===== config.mk =====
export PLATFORM = sky130hd
export DESIGN_NAME = ppde_port
export DESIGN_NICKNAME = d
export VERILOG_FILES = /design/src/hw/ppde_pkg.sv /design/src/hw/ppde_pin_drive.sv /design/src/hw/ppde_port.sv
export SDC_FILE = /design/constraint.sdc
export NUM_CORES = 1
export LEC_CHECK = 0
export ABC_AREA = 1
export BUFFER_PORTS_ARGS = -buffer_cell sky130_fd_sc_hd__buf_2
export CAP_MARGIN = 10
export CORE_MARGIN = 2
export CORE_UTILIZATION = 60
export CTS_CLUSTER_DIAMETER = 150
export CTS_CLUSTER_SIZE = 28
export DETAILED_ROUTE_END_ITERATION = 12
export MAX_ROUTING_LAYER = met4
export PLACE_DENSITY = 0.92
export SYNTH_ARGS = -nofsm -noshare
export SYNTH_HDL_FRONTEND = slang
export SYNTH_SLANG_ARGS = --single-unit
export TNS_END_PERCENT = 100

===== constraint.sdc =====
create_clock -name REF_CLK_I -period 5.5 [get_ports REF_CLK_I]
set_clock_uncertainty 0.2 [all_clocks]
set_input_delay 1.1 -clock REF_CLK_I [delete_from_list [all_inputs] [get_ports REF_CLK_I]]
set_output_delay 1.1 -clock REF_CLK_I [all_outputs]
set_load 0.05 [all_outputs]

===== src/hw/ppde_pkg.sv =====
// package for the eight-pin port drive and edge interrupt block
package ppde_pkg;
  localparam int NPIN = 8;
  localparam int NOE  = 16;
  localparam int AW   = 6;
  localparam int DW   = 8;
  // register offsets
  localparam logic [AW-1:0] OFF_DR    = 6'h00;
  localparam logic [AW-1:0] OFF_DM0   = 6'h01;
  localparam logic [AW-1:0] OFF_DM1   = 6'h02;
  localparam logic [AW-1:0] OFF_DM2   = 6'h03;
  localparam logic [AW-1:0] OFF_SLW   = 6'h04;
  localparam logic [AW-1:0] OFF_BYP   = 6'h05;
  localparam logic [AW-1:0] OFF_BIE   = 6'h06;
  localparam logic [AW-1:0] OFF_IBD   = 6'h07;
  localparam logic [AW-1:0] OFF_IEN0  = 6'h08;
  localparam logic [AW-1:0] OFF_IEN1  = 6'h09;
  localparam logic [AW-1:0] OFF_STAT  = 6'h0A;
  localparam logic [AW-1:0] OFF_PS    = 6'h0B;
  localparam logic [AW-1:0] OFF_CTL   = 6'h0C;
  localparam logic [AW-1:0] OFF_RSTCF = 6'h0D;
  localparam logic [AW-1:0] OFF_SIO   = 6'h0E;
  localparam logic [AW-1:0] OFF_OESEL = 6'h10;
  localparam logic [AW-1:0] OFF_PIN   = 6'h20;
  // per-pin form: [2:0] mode, 3 data, 4 slew, 5 bypass, 6 in-dis, 7 bidir
  localparam int PF_DM  = 0;
  localparam int PF_DR  = 3;
  localparam int PF_SLW = 4;
  localparam int PF_BYP = 5;
  localparam int PF_IBD = 6;
  localparam int PF_BIE = 7;
  // control register fields
  localparam int CTL_LVTTL = 0;
  // reset configuration field: 0 analog, 1 pull-down, 2 pull-up
  localparam logic [1:0] RC_PD = 2'h1;
  localparam logic [1:0] RC_PU = 2'h2;
  localparam logic [7:0] RESET_BYTE = 8'h00;
  typedef enum logic [2:0] {
    DM_HIZ_ANA = 3'b000,
    DM_HIZ_DIG = 3'b001,
    DM_RES_UP  = 3'b010,
    DM_RES_DN  = 3'b011,
    DM_OD_LO   = 3'b100,
    DM_OD_HI   = 3'b101,
    DM_STRONG  = 3'b110,
    DM_RES_UD  = 3'b111
  } ppde_mode_e;
  // edge select
  localparam logic [1:0] EDGE_NONE = 2'h0;
  localparam logic [1:0] EDGE_RISE = 2'h1;
  localparam logic [1:0] EDGE_FALL = 2'h2;
  localparam logic [1:0] EDGE_BOTH = 2'h3;
endpackage : ppde_pkg


===== src/hw/ppde_pin_drive.sv =====
// one pin's drive decode from mode, data and output enable
module ppde_pin_drive
  import ppde_pkg::*;
(
  // configuration
  input  wire logic [2:0] mode_i,
  input  wire logic       data_i,
  input  wire logic       bidir_i,
  input  wire logic       oe_i,
  input  wire logic       ibuf_dis_i,
  input  wire logic       slow_i,
  input  wire logic       reg_out_i,
  // drive result
  output logic            strong_hi_o,
  output logic            strong_lo_o,
  output logic            res_hi_o,
  output logic            res_lo_o,
  output logic            in_en_o,
  output logic            slow_o
);
  logic [2:0] eff;
  always_comb
  begin
    eff = mode_i;
    if (bidir_i && !oe_i)
      eff = DM_HIZ_DIG;
    // resistive modes dropped in regulated output mode
    if (reg_out_i && (eff == DM_RES_UP || eff == DM_RES_DN ||
                      eff == DM_RES_UD))
      eff = DM_HIZ_DIG;
    strong_hi_o = 1'b0;
    strong_lo_o = 1'b0;
    res_hi_o    = 1'b0;
    res_lo_o    = 1'b0;
    case (eff)
      DM_HIZ_ANA: ;
      DM_HIZ_DIG: ;
      DM_RES_UP:
      begin
        res_hi_o    = data_i;
        strong_lo_o = !data_i;
      end
      DM_RES_DN:
      begin
        strong_hi_o = data_i;
        res_lo_o    = !data_i;
      end
      DM_OD_LO:  strong_lo_o = !data_i;
      DM_OD_HI:  strong_hi_o = data_i;
      DM_STRONG:
      begin
        strong_hi_o = data_i;
        strong_lo_o = !data_i;
      end
      DM_RES_UD:
      begin
        res_hi_o = data_i;
        res_lo_o = !data_i;
      end
      default: ;
    endcase
    in_en_o = (eff != DM_HIZ_ANA) && !ibuf_dis_i;
    // slew only matters for strong and open drain
    slow_o  = slow_i && (eff == DM_OD_LO || eff == DM_OD_HI ||
                         eff == DM_STRONG) &&
              (strong_hi_o || strong_lo_o);
  end
endmodule : ppde_pin_drive


===== src/hw/ppde_port.sv =====
// eight-pin port: drive modes, registers, edge interrupt unit
//
// Decided for this implementation: the register addresses and the plain strobed port.
module ppde_port
  import ppde_pkg::*;
(
  // clock and reset
  input  wire logic                       REF_CLK_I,
  input  wire logic                       RESETN_I,
  // register port
  input  wire logic [ppde_pkg::AW-1:0]    ADDR_I,
  input  wire logic [ppde_pkg::DW-1:0]    WDATA_I,
  input  wire logic                       WR_I,
  input  wire logic                       RD_I,
  output logic      [ppde_pkg::DW-1:0]    RDATA_O,
  // stored reset configuration, two bits per pin
  input  wire logic [2*ppde_pkg::NPIN-1:0] NV_RSTCFG_I,
  // internal logic signals
  input  wire logic [ppde_pkg::NPIN-1:0]  BYPASS_DATA_I,
  input  wire logic [ppde_pkg::NOE-1:0]   AUX_OE_I,
  // pins
  input  wire logic [ppde_pkg::NPIN-1:0]  PIN_I,
  output logic      [ppde_pkg::NPIN-1:0]  STRONG_HI_O,
  output logic      [ppde_pkg::NPIN-1:0]  STRONG_LO_O,
  output logic      [ppde_pkg::NPIN-1:0]  RES_HI_O,
  output logic      [ppde_pkg::NPIN-1:0]  RES_LO_O,
  output logic      [ppde_pkg::NPIN-1:0]  SLOW_O,
  output logic                            LVTTL_O,
  // digital input to internal logic
  output logic      [ppde_pkg::NPIN-1:0]  PIN_DATA_O,
  // interrupt request
  output logic                            PORT_IRQ_O
);
  import ppde_pkg::*;

  logic [NPIN-1:0] port_output_data_reg;
  logic [NPIN-1:0] port_drive_mode_reg [3];
  logic [NPIN-1:0] port_slew_select_reg;
  logic [NPIN-1:0] byp;
  logic [NPIN-1:0] bidir;
  logic [NPIN-1:0] ibuf_dis;
  logic [NPIN-1:0] ien0;
  logic [NPIN-1:0] ien1;
  logic [NPIN-1:0] stat;
  logic [NPIN-1:0] reg_out;
  logic [7:0]      ctl;
  logic [2*NPIN-1:0] rstcfg;
  logic [3:0]      oe_sel [NPIN];
  logic            loaded;
  logic [NPIN-1:0] in_en;
  logic [NPIN-1:0] pin_q;
  logic [NPIN-1:0] pin_qq;
  logic [NPIN-1:0] sh;
  logic [NPIN-1:0] sl;
  logic [NPIN-1:0] rh;
  logic [NPIN-1:0] rl;
  logic [NPIN-1:0] sw;
  logic [NPIN-1:0] edge_hit;
  logic [NPIN-1:0] next_stat;
  logic            pin_sel;
  logic [2:0]      pin_idx;
  logic            stat_rd;
  logic [DW-1:0]   next_rdata;

  assign pin_sel = WR_I && (ADDR_I[5:3] == OFF_PIN[5:3]);
  assign pin_idx = ADDR_I[2:0];
  assign stat_rd = RD_I && (ADDR_I == OFF_STAT);

  // port-form and pin-form writes land in the same bits
  always_ff @(posedge REF_CLK_I or negedge RESETN_I)
  begin
    if (!RESETN_I)
    begin
      port_output_data_reg   <= RESET_BYTE;
      port_drive_mode_reg[0] <= RESET_BYTE;
      port_drive_mode_reg[1] <= RESET_BYTE;
      port_drive_mode_reg[2] <= RESET_BYTE;
      port_slew_select_reg   <= RESET_BYTE;
      byp                    <= RESET_BYTE;
      bidir                  <= RESET_BYTE;
      ibuf_dis               <= RESET_BYTE;
      reg_out                <= RESET_BYTE;
      ctl                    <= RESET_BYTE;
      loaded                 <= 1'b0;
    end
    else if (!loaded)
    begin
      // stored reset state applied once after release
      loaded <= 1'b1;
      for (int i = 0; i < NPIN; i++)
      begin
        // taken from the input: rstcfg only fills on this same edge
        case (NV_RSTCFG_I[2*i +: 2])
          RC_PU:
          begin
            port_drive_mode_reg[0][i] <= 1'b0;
            port_drive_mode_reg[1][i] <= 1'b1;
            port_drive_mode_reg[2][i] <= 1'b0;
            port_output_data_reg[i]   <= 1'b1;
          end
          RC_PD:
          begin
            port_drive_mode_reg[0][i] <= 1'b1;
            port_drive_mode_reg[1][i] <= 1'b1;
            port_drive_mode_reg[2][i] <= 1'b0;
            port_output_data_reg[i]   <= 1'b0;
          end
          default: ;
        endcase
      end
    end
    else if (WR_I)
    begin
      case (ADDR_I)
        OFF_DR:   port_output_data_reg   <= WDATA_I;
        OFF_DM0:  port_drive_mode_reg[0] <= WDATA_I;
        OFF_DM1:  port_drive_mode_reg[1] <= WDATA_I;
        OFF_DM2:  port_drive_mode_reg[2] <= WDATA_I;
        OFF_SLW:  port_slew_select_reg   <= WDATA_I;
        OFF_BYP:  byp                    <= WDATA_I;
        OFF_BIE:  bidir                  <= WDATA_I;
        OFF_IBD:  ibuf_dis               <= WDATA_I;
        OFF_CTL:  ctl                    <= WDATA_I;
        OFF_SIO:  reg_out                <= WDATA_I;
        default:
        begin
          if (pin_sel)
          begin
            port_drive_mode_reg[0][pin_idx] <= WDATA_I[PF_DM];
            port_drive_mode_reg[1][pin_idx] <= WDATA_I[PF_DM+1];
            port_drive_mode_reg[2][pin_idx] <= WDATA_I[PF_DM+2];
            port_output_data_reg[pin_idx]   <= WDATA_I[PF_DR];
            port_slew_select_reg[pin_idx]   <= WDATA_I[PF_SLW];
            byp[pin_idx]                    <= WDATA_I[PF_BYP];
            ibuf_dis[pin_idx]               <= WDATA_I[PF_IBD];
            bidir[pin_idx]                  <= WDATA_I[PF_BIE];
          end
        end
      endcase
    end
  end

  // reset configuration register, loaded from storage at release
  always_ff @(posedge REF_CLK_I or negedge RESETN_I)
  begin
    if (!RESETN_I)
      rstcfg <= 16'h0000;
    else if (!loaded)
      rstcfg <= NV_RSTCFG_I;
    else if (WR_I && ADDR_I == OFF_RSTCF)
      rstcfg[7:0] <= WDATA_I;
    // high byte sits under the regulated-output bits; not on the bus
  end

  // edge selects; like the port registers, deaf in the load cycle, which oe_sel is not
  always_ff @(posedge REF_CLK_I or negedge RESETN_I)
  begin
    if (!RESETN_I)
    begin
      ien0 <= RESET_BYTE;
      ien1 <= RESET_BYTE;
    end
    else if (loaded && WR_I && ADDR_I == OFF_IEN0)
      ien0 <= WDATA_I;
    else if (loaded && WR_I && ADDR_I == OFF_IEN1)
      ien1 <= WDATA_I;
  end

  // enable bus routing: one selector per pin
  genvar g;
  generate
    for (g = 0; g < NPIN; g++)
    begin : g_pin
      always_ff @(posedge REF_CLK_I or negedge RESETN_I)
      begin
        if (!RESETN_I)
          oe_sel[g] <= 4'h0;
        else if (WR_I && ADDR_I == OFF_OESEL + 6'(g))
          oe_sel[g] <= WDATA_I[3:0];
      end
      ppde_pin_drive u_drv (
        .mode_i      ({port_drive_mode_reg[2][g], port_drive_mode_reg[1][g],
                       port_drive_mode_reg[0][g]}),
        .data_i      (byp[g] ? BYPASS_DATA_I[g]
                             : port_output_data_reg[g]),
        .bidir_i     (bidir[g]),
        .oe_i        (AUX_OE_I[oe_sel[g]]),
        .ibuf_dis_i  (ibuf_dis[g]),
        .slow_i      (port_slew_select_reg[g]),
        .reg_out_i   (reg_out[g]),
        .strong_hi_o (sh[g]),
        .strong_lo_o (sl[g]),
        .res_hi_o    (rh[g]),
        .res_lo_o    (rl[g]),
        .in_en_o     (in_en[g]),
        .slow_o      (sw[g])
      );
      // edges only; a held level raises nothing
      always_comb
      begin
        case ({ien1[g], ien0[g]})
          EDGE_RISE: edge_hit[g] = pin_qq[g] == 1'b0 && pin_q[g] == 1'b1;
          EDGE_FALL: edge_hit[g] = pin_qq[g] == 1'b1 && pin_q[g] == 1'b0;
          EDGE_BOTH: edge_hit[g] = pin_qq[g] != pin_q[g];
          default:   edge_hit[g] = 1'b0;
        endcase
      end
    end
  endgenerate

  // pin outputs; everything analog while reset or before load
  always_ff @(posedge REF_CLK_I or negedge RESETN_I)
  begin
    if (!RESETN_I)
    begin
      STRONG_HI_O <= RESET_BYTE;
      STRONG_LO_O <= RESET_BYTE;
      RES_HI_O    <= RESET_BYTE;
      RES_LO_O    <= RESET_BYTE;
      SLOW_O      <= RESET_BYTE;
      LVTTL_O     <= 1'b0;
    end
    else
    begin
      STRONG_HI_O <= sh;
      STRONG_LO_O <= sl;
      RES_HI_O    <= rh;
      RES_LO_O    <= rl;
      SLOW_O      <= sw;
      LVTTL_O     <= ctl[CTL_LVTTL];
    end
  end

  // disabled input buffers read as zero
  always_ff @(posedge REF_CLK_I or negedge RESETN_I)
  begin
    if (!RESETN_I)
    begin
      pin_q      <= RESET_BYTE;
      pin_qq     <= RESET_BYTE;
      PIN_DATA_O <= RESET_BYTE;
    end
    else
    begin
      pin_q      <= PIN_I & in_en;
      pin_qq     <= pin_q;
      PIN_DATA_O <= PIN_I & in_en;
    end
  end

  // status: a new edge wins over the read clear
  always_comb
  begin
    next_stat = stat;
    if (stat_rd)
      next_stat = RESET_BYTE;
    next_stat = next_stat | edge_hit;
  end

  // no sleep input: edge logic always clocked
  always_ff @(posedge REF_CLK_I or negedge RESETN_I)
  begin
    if (!RESETN_I)
    begin
      stat       <= RESET_BYTE;
      PORT_IRQ_O <= 1'b0;
    end
    else
    begin
      stat       <= next_stat;
      PORT_IRQ_O <= |next_stat;
    end
  end

  // read mux; anything unmapped reads as zero
  always_comb
  begin
    next_rdata = 8'h00;
    // pin form and selector pages decode on the upper address bits
    if (RD_I && ADDR_I[5:3] == OFF_PIN[5:3])
      next_rdata = {bidir[pin_idx], ibuf_dis[pin_idx], byp[pin_idx],
                    port_slew_select_reg[pin_idx],
                    port_output_data_reg[pin_idx],
                    port_drive_mode_reg[2][pin_idx],
                    port_drive_mode_reg[1][pin_idx],
                    port_drive_mode_reg[0][pin_idx]};
    else if (RD_I && ADDR_I[5:3] == OFF_OESEL[5:3])
      next_rdata = {4'h0, oe_sel[pin_idx]};
    else if (RD_I)
    begin
      case (ADDR_I)
        OFF_DR:    next_rdata = port_output_data_reg;
        OFF_DM0:   next_rdata = port_drive_mode_reg[0];
        OFF_DM1:   next_rdata = port_drive_mode_reg[1];
        OFF_DM2:   next_rdata = port_drive_mode_reg[2];
        OFF_SLW:   next_rdata = port_slew_select_reg;
        OFF_BYP:   next_rdata = byp;
        OFF_BIE:   next_rdata = bidir;
        OFF_IBD:   next_rdata = ibuf_dis;
        OFF_IEN0:  next_rdata = ien0;
        OFF_IEN1:  next_rdata = ien1;
        OFF_STAT:  next_rdata = stat;
        OFF_PS:    next_rdata = pin_q;
        OFF_CTL:   next_rdata = ctl;
        OFF_SIO:   next_rdata = reg_out;
        OFF_RSTCF: next_rdata = rstcfg[7:0];
        default:   next_rdata = 8'h00;
      endcase
    end
  end

  // read data stands only in the cycle after the strobe
  always_ff @(posedge REF_CLK_I or negedge RESETN_I)
  begin
    if (!RESETN_I)
      RDATA_O <= 8'h00;
    else
      RDATA_O <= next_rdata;
  end
endmodule : ppde_port


==> results of run 1 <==
-- through the flow --
step	cells	util	setup slack, ps	cell area [um^2]	hold WS (ps)
floorplan	1783	-	2810	13000	175
global placement	2134	0.655	1540	13900	213
detailed placement	2134	0.655	1500	13900	220
CTS	2146	0.669	2000	14100	246
global route	2147	0.669	1660	14100	264
finish	2147	0.669	1890	14100	245
-- final timing paths --
path	start	cells after the start	to	slack, ps
setup / recovery	ADDR_I[1]	12	port_drive_mode_reg[16]	1890
hold / removal	pin_q[0]	0	pin_qq[0]	240
setup reg to reg	loaded	4	ien0[0]	2550
hold reg to reg	pin_q[0]	0	pin_qq[0]	240
max in group asynchronous	RESETN_I	2	ien0[2]	3550
min in group asynchronous	RESETN_I	1	oe_sel[18]	490
-- final cells by class --
type | count | area [um^2] | share of cell area
clock inverters | 1 | 16.3 | 0.00115
clock buffers | 11 | 275 | 0.0195
multi-input cells | 1245 | 6490 | 0.459
inverters | 268 | 1010 | 0.0713
diodes | 1 | 2.50 | 0.000177
well taps | 275 | 344 | 0.0243
flip-flops and latches | 211 | 5280 | 0.373
repair buffers | 135 | 727 | 0.0514
-- cells by family after synthesis --
| logic type | after synthesis |
|---|---|
| AND/OR/NAND/NOR | 689 |
| AO/OA/AOI/OAI | 522 |
| buffers and inverters | 327 |
| flip-flops | 211 |
| adder cells (fa/ha/maj) | 32 |
| multiplexers | 1 |
| other | 1 |
-- cells in the final DEF (no fill, tap or decap), types with 11 or more instances in the layout --
cell type	synthesis	layout
nand2_1	388	388
inv_1	252	252
o21ai_0	219	219
dfrtp_1	211	211
nand3_1	159	159
buf_2	19	122
a21oi_1	106	106
nor2_1	72	72
o22ai_1	60	60
o211ai_1	52	52
ha_1	32	32
nand4_1	28	28
o21ai_1	21	21
a221oi_1	20	20
a211oi_1	14	14
inv_2	11	11
clkbuf_16	0	11
buf_4	4	11
-- layer usage --
metal,track usage,vias up,routed length [um]
li1,-,6245,-
met1,0.627,6701,19600
met2,0.690,1257,22600
met3,0.147,288,8050
met4,0.295,0,4220
met5,-,-,0
-- where the power goes --
part / switching, mW / total (mW) / internal, mW / leakage, nW
clock: 0.528 / 0.898 / 0.370 / 0.142
combinational: 0.947 / 1.27 / 0.320 / 4.20
sequential: 0.207 / 1.94 / 1.74 / 2.67
==> flow_metrics.tcl, run 1 <==
set metrics [dict create \
    arrival_ps 3820 \
    critPathLaunchType "input pin" \
    synth-compound-area-share 0.234 \
    final_antenna_net_count 0 \
    die_y_um 151 \
    clkSinkCount 211 \
    power_leakage_nw 7.02 \
    numCtsBuffers 11 \
    portBuffers 123 \
    num_vias 14500 \
    num-fill-cells 1799 \
    synth-main-ff-cell "dfrtp_1" \
    synthesis.nets 1881 \
    yosysSeqAreaShare 0.405 \
    die_area_um2 22900 \
    hold_path.class "reg2reg" \
    worst-setup-path-type "in2reg" \
    dpl.hpwl_mm 40.9 \
    max_stage_delay_ps 430 \
    cap_viol_max_count 0 \
    largest_register_ffs 32 \
    fp.dieW_um 151 \
    cp_data_required_time_ps 5710 \
    post-cts-setup-buffers 0 \
    syn_inst 1783 \
    synth_area_leaders "dfrtp_1 40%, nand2_1 11%, o21ai_0 8.4%, inv_1 7.3%, nand3_1 6.1%" \
    clkLatencyLatePin_ps 490 \
    outcome "finished clean" \
    syn2layout_area_growth_pct 8.46 \
    num_rows 53 \
    synthAdderAreaFrac 0.0307 \
    htree_levels 1 \
    hold_viol 0 \
    synth_mux_area_frac 0.000768 \
    setup_viol 0 \
    totalPowerFinal_mw 4.11 \
    grt_max_degree 115 \
    power_density_nw_per_um2 290 \
    fmax_mhz 277 \
    synth-edff-count 0 \
    drive_gt1_frac 0.101 \
    initial_utilization 0.616 \
    vdd_drop_max_v 0.000296 \
    dr.pass1.iters 6 \
    first_iter_violations 1909 \
    yosysTopAreaCellShare 0.405 \
    synth.yosys.warnings 0 \
    end_kind "register" \
    clk_path_buf_depth 3 \
    cp_top_family "simple AND/OR/NAND/NOR gates" \
    critPathMostFrequentCell "nand2_1" \
    finalSetupTns_ps 0 \
    wl_per_cell_um 25.4 \
    cts_root_buf "clkbuf_16" \
    grt_pass1_vias 13700 \
    track_usage 0.492 \
    grt-ovfl-total 0 \
    routed_wl_mm 54.5 \
    synth_cell_types 47 \
    grt_first_pass_wirelength_mm 80.9 \
    num-nets-final 1970 \
    yosysTopAreaCell "dfrtp_1" \
    slowest_stage "nand2_1" \
    synth-seq-cells 211 \
    cts-resized-gates 0 \
    synth_xor_area_frac 0 \
    finalCritPeriodShare 0.656 \
    maxSlewViolCount 0 \
    rsz0062_at_grt "false" \
    viasPerCell 6.75 \
    yosys.area_share.simple 0.232 \
    slew_headroom 0.321 \
    synth.top_cells.by_count "388 x nand2_1, 252 x inv_1, 219 x o21ai_0, 211 x dfrtp_1, 159 x nand3_1" \
    synth_area_um2 13000 \
    antenna_found_initial 1 \
    tightest_slew_ps 1020 \
    async_reset_ff_frac 1.00 \
    synth_top_family_by_area "compound AO/OA/AOI/OAI gates" \
    cts-hold-fix-buffers 0 \
    core-area_um2 21200 \
    io-pin-count 124 \
    period_minus_slack_ps 3610 \
    cts_tree "done" \
    cp_cell_sequence "buf_2 > inv_2 > nand2_4 > inv_2 > nand2_1 > nor2_1 > nand2_1 > nand2_1 > o21ai_0 > nor2_1 > o211ai_1 > o21ai_0" \
    path_clk_slew_ps 110 \
    path_buf_inv 3 \
    crit_path_max_fanout 18 \
    gp_congestion 1.07 \
    drc 0 \
    avgSynthCellArea_um2 7.31 \
    yosysMostFrequentCell "nand2_1" \
]
(Power assumes the default switching activity.)
==> run 2: changes to the inputs <==
--- a/config.mk
+++ b/config.mk
@@ -9,12 +9,12 @@
 export BUFFER_PORTS_ARGS = -buffer_cell sky130_fd_sc_hd__buf_2
 export CAP_MARGIN = 10
 export CORE_MARGIN = 2
-export CORE_UTILIZATION = 60
+export CORE_UTILIZATION = 55
 export CTS_CLUSTER_DIAMETER = 150
 export CTS_CLUSTER_SIZE = 28
 export DETAILED_ROUTE_END_ITERATION = 12
 export MAX_ROUTING_LAYER = met4
-export PLACE_DENSITY = 0.92
+export PLACE_DENSITY = 0.89
 export SYNTH_ARGS = -nofsm -noshare
 export SYNTH_HDL_FRONTEND = slang
 export SYNTH_SLANG_ARGS = --single-unit
==> constraint.sdc (replaced) <==
create_clock -name REF_CLK_I -period 3.2 [get_ports REF_CLK_I]
set_clock_uncertainty 0.2 [all_clocks]
set_input_delay 0.64 -clock REF_CLK_I [delete_from_list [all_inputs] [get_ports REF_CLK_I]]
set_output_delay 0.64 -clock REF_CLK_I [all_outputs]
set_load 0.05 [all_outputs]
==> run 2 against run 1 <==
Against the previous run: sequential power rose by 72%; highest routed layer unchanged; first-iteration DRC count fell by 2.0%; worst setup slack got worse by 1300 ps; clock power rose by 73%; critical path depth fell by 2; register-to-register slack got worse by 2000 ps; critical endpoint is now SLOW_O[5]; global-route usage fell by 3.6 points; utilization fell by 4.1 points; sequential share of layout area fell by 1.4 points.
==> flow_metrics.tcl, run 2 (same netlist as run 1, synthesis figures left out) <==
set metrics [dict create \
    outcome "finished clean" \
    max_stage_delay_ps 560 \
    placed_cells 2236 \
    power_leakage_nw 7.30 \
    finalCritPeriodShare 0.824 \
    grt_max_degree 81 \
    gp_congestion 1.10 \
    num_vias 14500 \
    finalSetupTns_ps 0 \
    io-pin-count 124 \
    clkSinkCount 211 \
    final_cell_mix "388 x nand2_1, 252 x inv_1, 219 x o21ai_0" \
    power_density_nw_per_um2 482 \
    antenna_found_initial 1 \
    fp.dieW_um 158 \
    cts-resized-gates 0 \
    clkLatencyLatePin_ps 500 \
    core-area_um2 23400 \
    crit_path_max_fanout 10 \
    layout_commonest_cell "nand2_1" \
    drc 0 \
    hold_path.class "in2async" \
    grt-ovfl-total 0 \
    dpl.hpwl_mm 42.5 \
    routed_wl_mm 55.6 \
    crit_path_start "oe_sel[8]" \
    power.internal_mw 4.21 \
    p_clk_frac 0.219 \
    viasPerCell 6.44 \
    num-fill-cells 2150 \
    maxSlewViolCount 0 \
    setup_viol 0 \
    syn2layout_area_growth_pct 12.7 \
    slowest_stage "dfrtp_1" \
    reg2reg_slack_ps 560 \
    rsz0062_at_grt "false" \
    worst-setup-path-type "reg2reg" \
    initial_utilization 0.557 \
    num_rows 56 \
    numCtsBuffers 11 \
    cts_root_buf "clkbuf_16" \
    worstReg2RegStart "oe_sel[8]" \
    cts-hold-fix-buffers 0 \
    ff2ff_path_depth 10 \
    fin_ws_ps 563 \
    combPwrFrac 0.309 \
    dr.pass1.iters 6 \
    critPathMostFrequentCell "nand3_1" \
    post-cts-setup-buffers 0 \
    drive_gt1_frac 0.128 \
    first_iter_violations 1870 \
    die_y_um 158 \
    clk_path_buf_depth 3 \
    grt_first_pass_wirelength_mm 82.4 \
    wl_per_cell_um 24.7 \
    track_usage 0.457 \
    reg2reg_to "SLOW_O[5]" \
    swShare 0.405 \
    cts_tree "done" \
    htree_levels 1 \
    p_sw_mw 2.87 \
    path_clk_slew_ps 120 \
    cp_data_required_time_ps 3410 \
    slew_headroom 0.426 \
    fin_cells 2249 \
    pwr-share-seq 0.472 \
    largest_register_ffs 32 \
    die_area_um2 25000 \
    period_minus_slack_ps 2640 \
    fmax_mhz 379 \
    cap_viol_max_count 0 \
    grt_pass1_vias 13700 \
    critPathLaunchType "register" \
    final_antenna_net_count 0 \
    tightest_slew_ps 860 \
    dp_slack_ps 358 \
    hold_viol 0 \
    vdd_drop_max_v 0.000533 \
    cp-endpoint "SLOW_O[5]" \
    num-nets-final 2028 \
    cp_cell_sequence "clkinv_1 > nand2_1 > nand3_1 > nand3_1 > nand3_1 > nand3_1 > o211ai_1 > a21oi_1 > nand2_1 > a21oi_1" \
    arrival_ps 2850 \
    portBuffers 123 \
    end_kind "register" \
]
==> run 2: cell types whose count changed in the layout (fill, tap and decap cells not counted) <==
cell	change
buf_4	+53
nor4_2	-1
nor4_1	+1
buf_12	+5
==> run 2: layout make-up <==
cell class / count / area, um^2 / area share
clock buffers: 11 / 275 / 0.0187
multi-input cells: 1245 / 6480 / 0.441
inverters: 268 / 1010 / 0.0686
clock inverters: 1 / 16.3 / 0.00111
flip-flops and latches: 211 / 5280 / 0.359
well taps: 319 / 399 / 0.0272
diodes: 1 / 2.50 / 0.000170
repair buffers: 193 / 1220 / 0.0834
==> run 2: how the worst min path moves through the flow <==
| stage | to | start | cells past startpoint |
|---|---|---|---|
| after detailed placement | pin_qq[3] | pin_q[3] | 0 |
| final | oe_sel[12] | RESETN_I | 1 |
| after floorplan | LVTTL_O | RESETN_I | 0 |
| after global placement | pin_qq[3] | pin_q[3] | 0 |
| after global routing | RES_LO_O[4] | RESETN_I | 1 |
| after CTS | oe_sel[12] | RESETN_I | 1 |
==> run 2: power groups by stage <==
stage	logic [mW]	clock network [mW]	registers, mW
final	2.19	1.55	3.34
after global routing	2.36	1.63	3.36
after CTS	2.13	1.54	3.32
after detailed placement	2.11	0	3.36
after global placement	2.06	0	3.36
after floorplan	1.15	0	3.48
==> run 2: worst max-delay path: cells and delay by family, from the launching register on <==
kind                   cells  cell delay [ps]
AOI/OAI and AO/OA          3              650
buffers and inverters      1              330
and+or+nand+nor            6              840
DFF                        1              560
==> run 2: stage by stage <==
step	hold slack (ps)	cell area [um^2]	util	power (mW)
after floorplan	144	13000	-	4.62
after global placement	213	14400	0.615	5.42
after detailed placement	223	14400	0.615	5.48
after CTS	38.7	14700	0.628	6.98
after global routing	61.7	14700	0.628	7.35
final	9.00	14700	0.628	7.08
==> run 2: layer usage <==
metal | up-vias | track usage | share of wire | wire, um
met5 | - | - | 0 | 0
li1 | 6353 | - | - | -
met3 | 197 | 0.0851 | 0.12 | 6820
met1 | 6809 | 0.621 | 0.40 | 22000
met4 | 0 | 0.239 | 0.064 | 3540
met2 | 1134 | 0.649 | 0.42 | 23200
==> run 3: changes to the inputs <==
==> constraint.sdc (replaced) <==
create_clock -name REF_CLK_I -period 2.3 [get_ports REF_CLK_I]
set_clock_uncertainty 0.2 [all_clocks]
set_input_delay 0.46 -clock REF_CLK_I [delete_from_list [all_inputs] [get_ports REF_CLK_I]]
set_output_delay 0.46 -clock REF_CLK_I [all_outputs]
set_load 0.05 [all_outputs]
==> run 3 against run 2 <==
Against the previous run: via count rose by 3.5%; die area stayed put; clock-buffer cell count unchanged; flip-flop and latch count is the same; total power rose by 44%; routed wire length is 1.2% higher; worst setup slack worse by 480 ps; final area is 9.4% higher; global-route usage up 0.40 points; non-clock buffer count up 161.
==> flow_metrics.tcl, run 3 (same netlist as run 1, synthesis figures left out) <==
set metrics [dict create \
    fmax_mhz 451 \
    dpl.hpwl_mm 44.3 \
    arrival_ps 2380 \
    layout_commonest_cell "nand2_1" \
    dp_slack_ps -423 \
    clkLatencyLatePin_ps 490 \
    grt-ovfl-total 0 \
    grt_max_degree 66 \
    clkSinkCount 211 \
    multi_input_area_um2 6500 \
    numCtsBuffers 11 \
    cts_root_buf "clkbuf_16" \
    maxSlewViolCount 0 \
    rsz0062_at_grt "false" \
    antenna_found_initial 0 \
    worst-setup-path-type "in2reg" \
    cp_data_required_time_ps 2470 \
    setup_viol 0 \
    totalPowerFinal_mw 10.2 \
    largest_register_ffs 32 \
    hold_path.class "in2reg" \
    end_kind "register" \
    drc 0 \
    routed_wl_mm 56.2 \
    first_iter_violations 2201 \
    fin_cells 2409 \
    core-area_um2 23400 \
    critPathLaunchType "input pin" \
    utilization 0.686 \
    htree_levels 1 \
    die_area_um2 25000 \
    io-pin-count 124 \
    placed_cells 2395 \
    grt_first_pass_wirelength_mm 83.4 \
    final_antenna_net_count 0 \
    syn2layout_area_growth_pct 23.2 \
    hold_viol 0 \
    num_rows 56 \
    ff_latch_area_um2 5280 \
    slew_headroom 0.489 \
    power_leakage_nw 8.13 \
    cap_viol_max_count 0 \
    portBuffers 123 \
    crit_path_max_fanout 8 \
    num_vias 15000 \
    wl_per_cell_um 23.3 \
    finalCritPeriodShare 0.964 \
    num-nets-final 2189 \
    fin_ws_ps 83.0 \
    drive_gt1_frac 0.200 \
    num-fill-cells 2006 \
    cts_tree "done" \
    final_cell_mix "388 x nand2_1, 250 x inv_1, 217 x o21ai_0" \
    hold_ws_ps 17.4 \
    power_density_nw_per_um2 633 \
    fp.dieW_um 158 \
    viasPerCell 6.23 \
    tightest_slew_ps 765 \
    reg2reg_slack_ps 110 \
    path_clk_slew_ps 110 \
    die_y_um 158 \
    clk_path_buf_depth 3 \
    vdd_drop_max_v 0.000800 \
    dr.pass1.iters 6 \
    n_antenna_cell 0 \
    grt_pass1_vias 14200 \
    period_minus_slack_ps 2220 \
    outcome "finished clean" \
    track_usage 0.461 \
    initial_utilization 0.557 \
    gp_congestion 1.10 \
]
==> run 3: changes by cell type in the layout (fill, tap and decap cells not counted), moves of 2 or more <==
cell        delta
nand3_1        -4
buf_4        +149
clkinvlp_4     +3
o21ai_0        -2
nand3_2        +4
dfrtp_1        -2
dfrtp_2        +2
buf_12        +10
clkinv_1       -3
o21ai_1        +2
inv_1          -2
==> run 3: timing repair <==
action,CTS,global route
buffers inserted,0,1
setup endpoints to repair,2,18
hold buffers,1,0
resized for setup,2,13
endpoints found under the hold margin,30,0
==> run 3: worst paths after layout <==
| kind | startpoint | endpoint | cells past startpoint |
|---|---|---|---|
| min | PIN_I[2] | pin_q[2] | 3 |
| max reg2reg | oe_sel[8] | SLOW_O[5] | 12 |
| min reg2reg | pin_q[0] | pin_qq[0] | 0 |
| max in group asynchronous | RESETN_I | pin_q[4] | 3 |
| max | ADDR_I[0] | PORT_IRQ_O | 9 |
| min in group asynchronous | RESETN_I | RES_LO_O[4] | 2 |
==> run 3: per-stage QoR <==
step	TNS, ps	instance area [um^2]
final	0	16100
after detailed placement	-6820	15700
after global routing	0	16100
after CTS	0	16000
after floorplan	0	13000
after global placement	-4970	15700
==> run 3: metal layers <==
metal,vias to the layer above,part of all wire,wire length (um),GRT usage
met5,-,0,0,-
met4,0,0.067,3750,0.250
met1,6948,0.39,21800,0.602
li1,6685,-,-,-
met3,248,0.12,6630,0.0865
met2,1120,0.43,24100,0.678
==> run 3: power by group <==
group	switching, mW	leakage (nW)	internal [mW]
clock	1.26	0.142	0.884
sequential	0.427	2.67	4.15
combinational	2.37	5.32	1.07
total	4.06	8.13	6.10
==> run 3: critical path, stage by stage <==
cell	delay (ps)
buf_2	170
buf_4	160
nor2_4	180
buf_12	150
nand3_2	180
o21ai_1	270
o21ai_0	270
nor4_1	460
nand2_1	80
==> run 3: layout make-up <==
cell class                 count  area share
multi-input combinational   1245       0.405
inverter                     268      0.0636
clock inverter                 1     0.00101
clock buffer                  11      0.0171
timing repair buffer         354       0.160
tap                          319      0.0248
sequential                   211       0.329
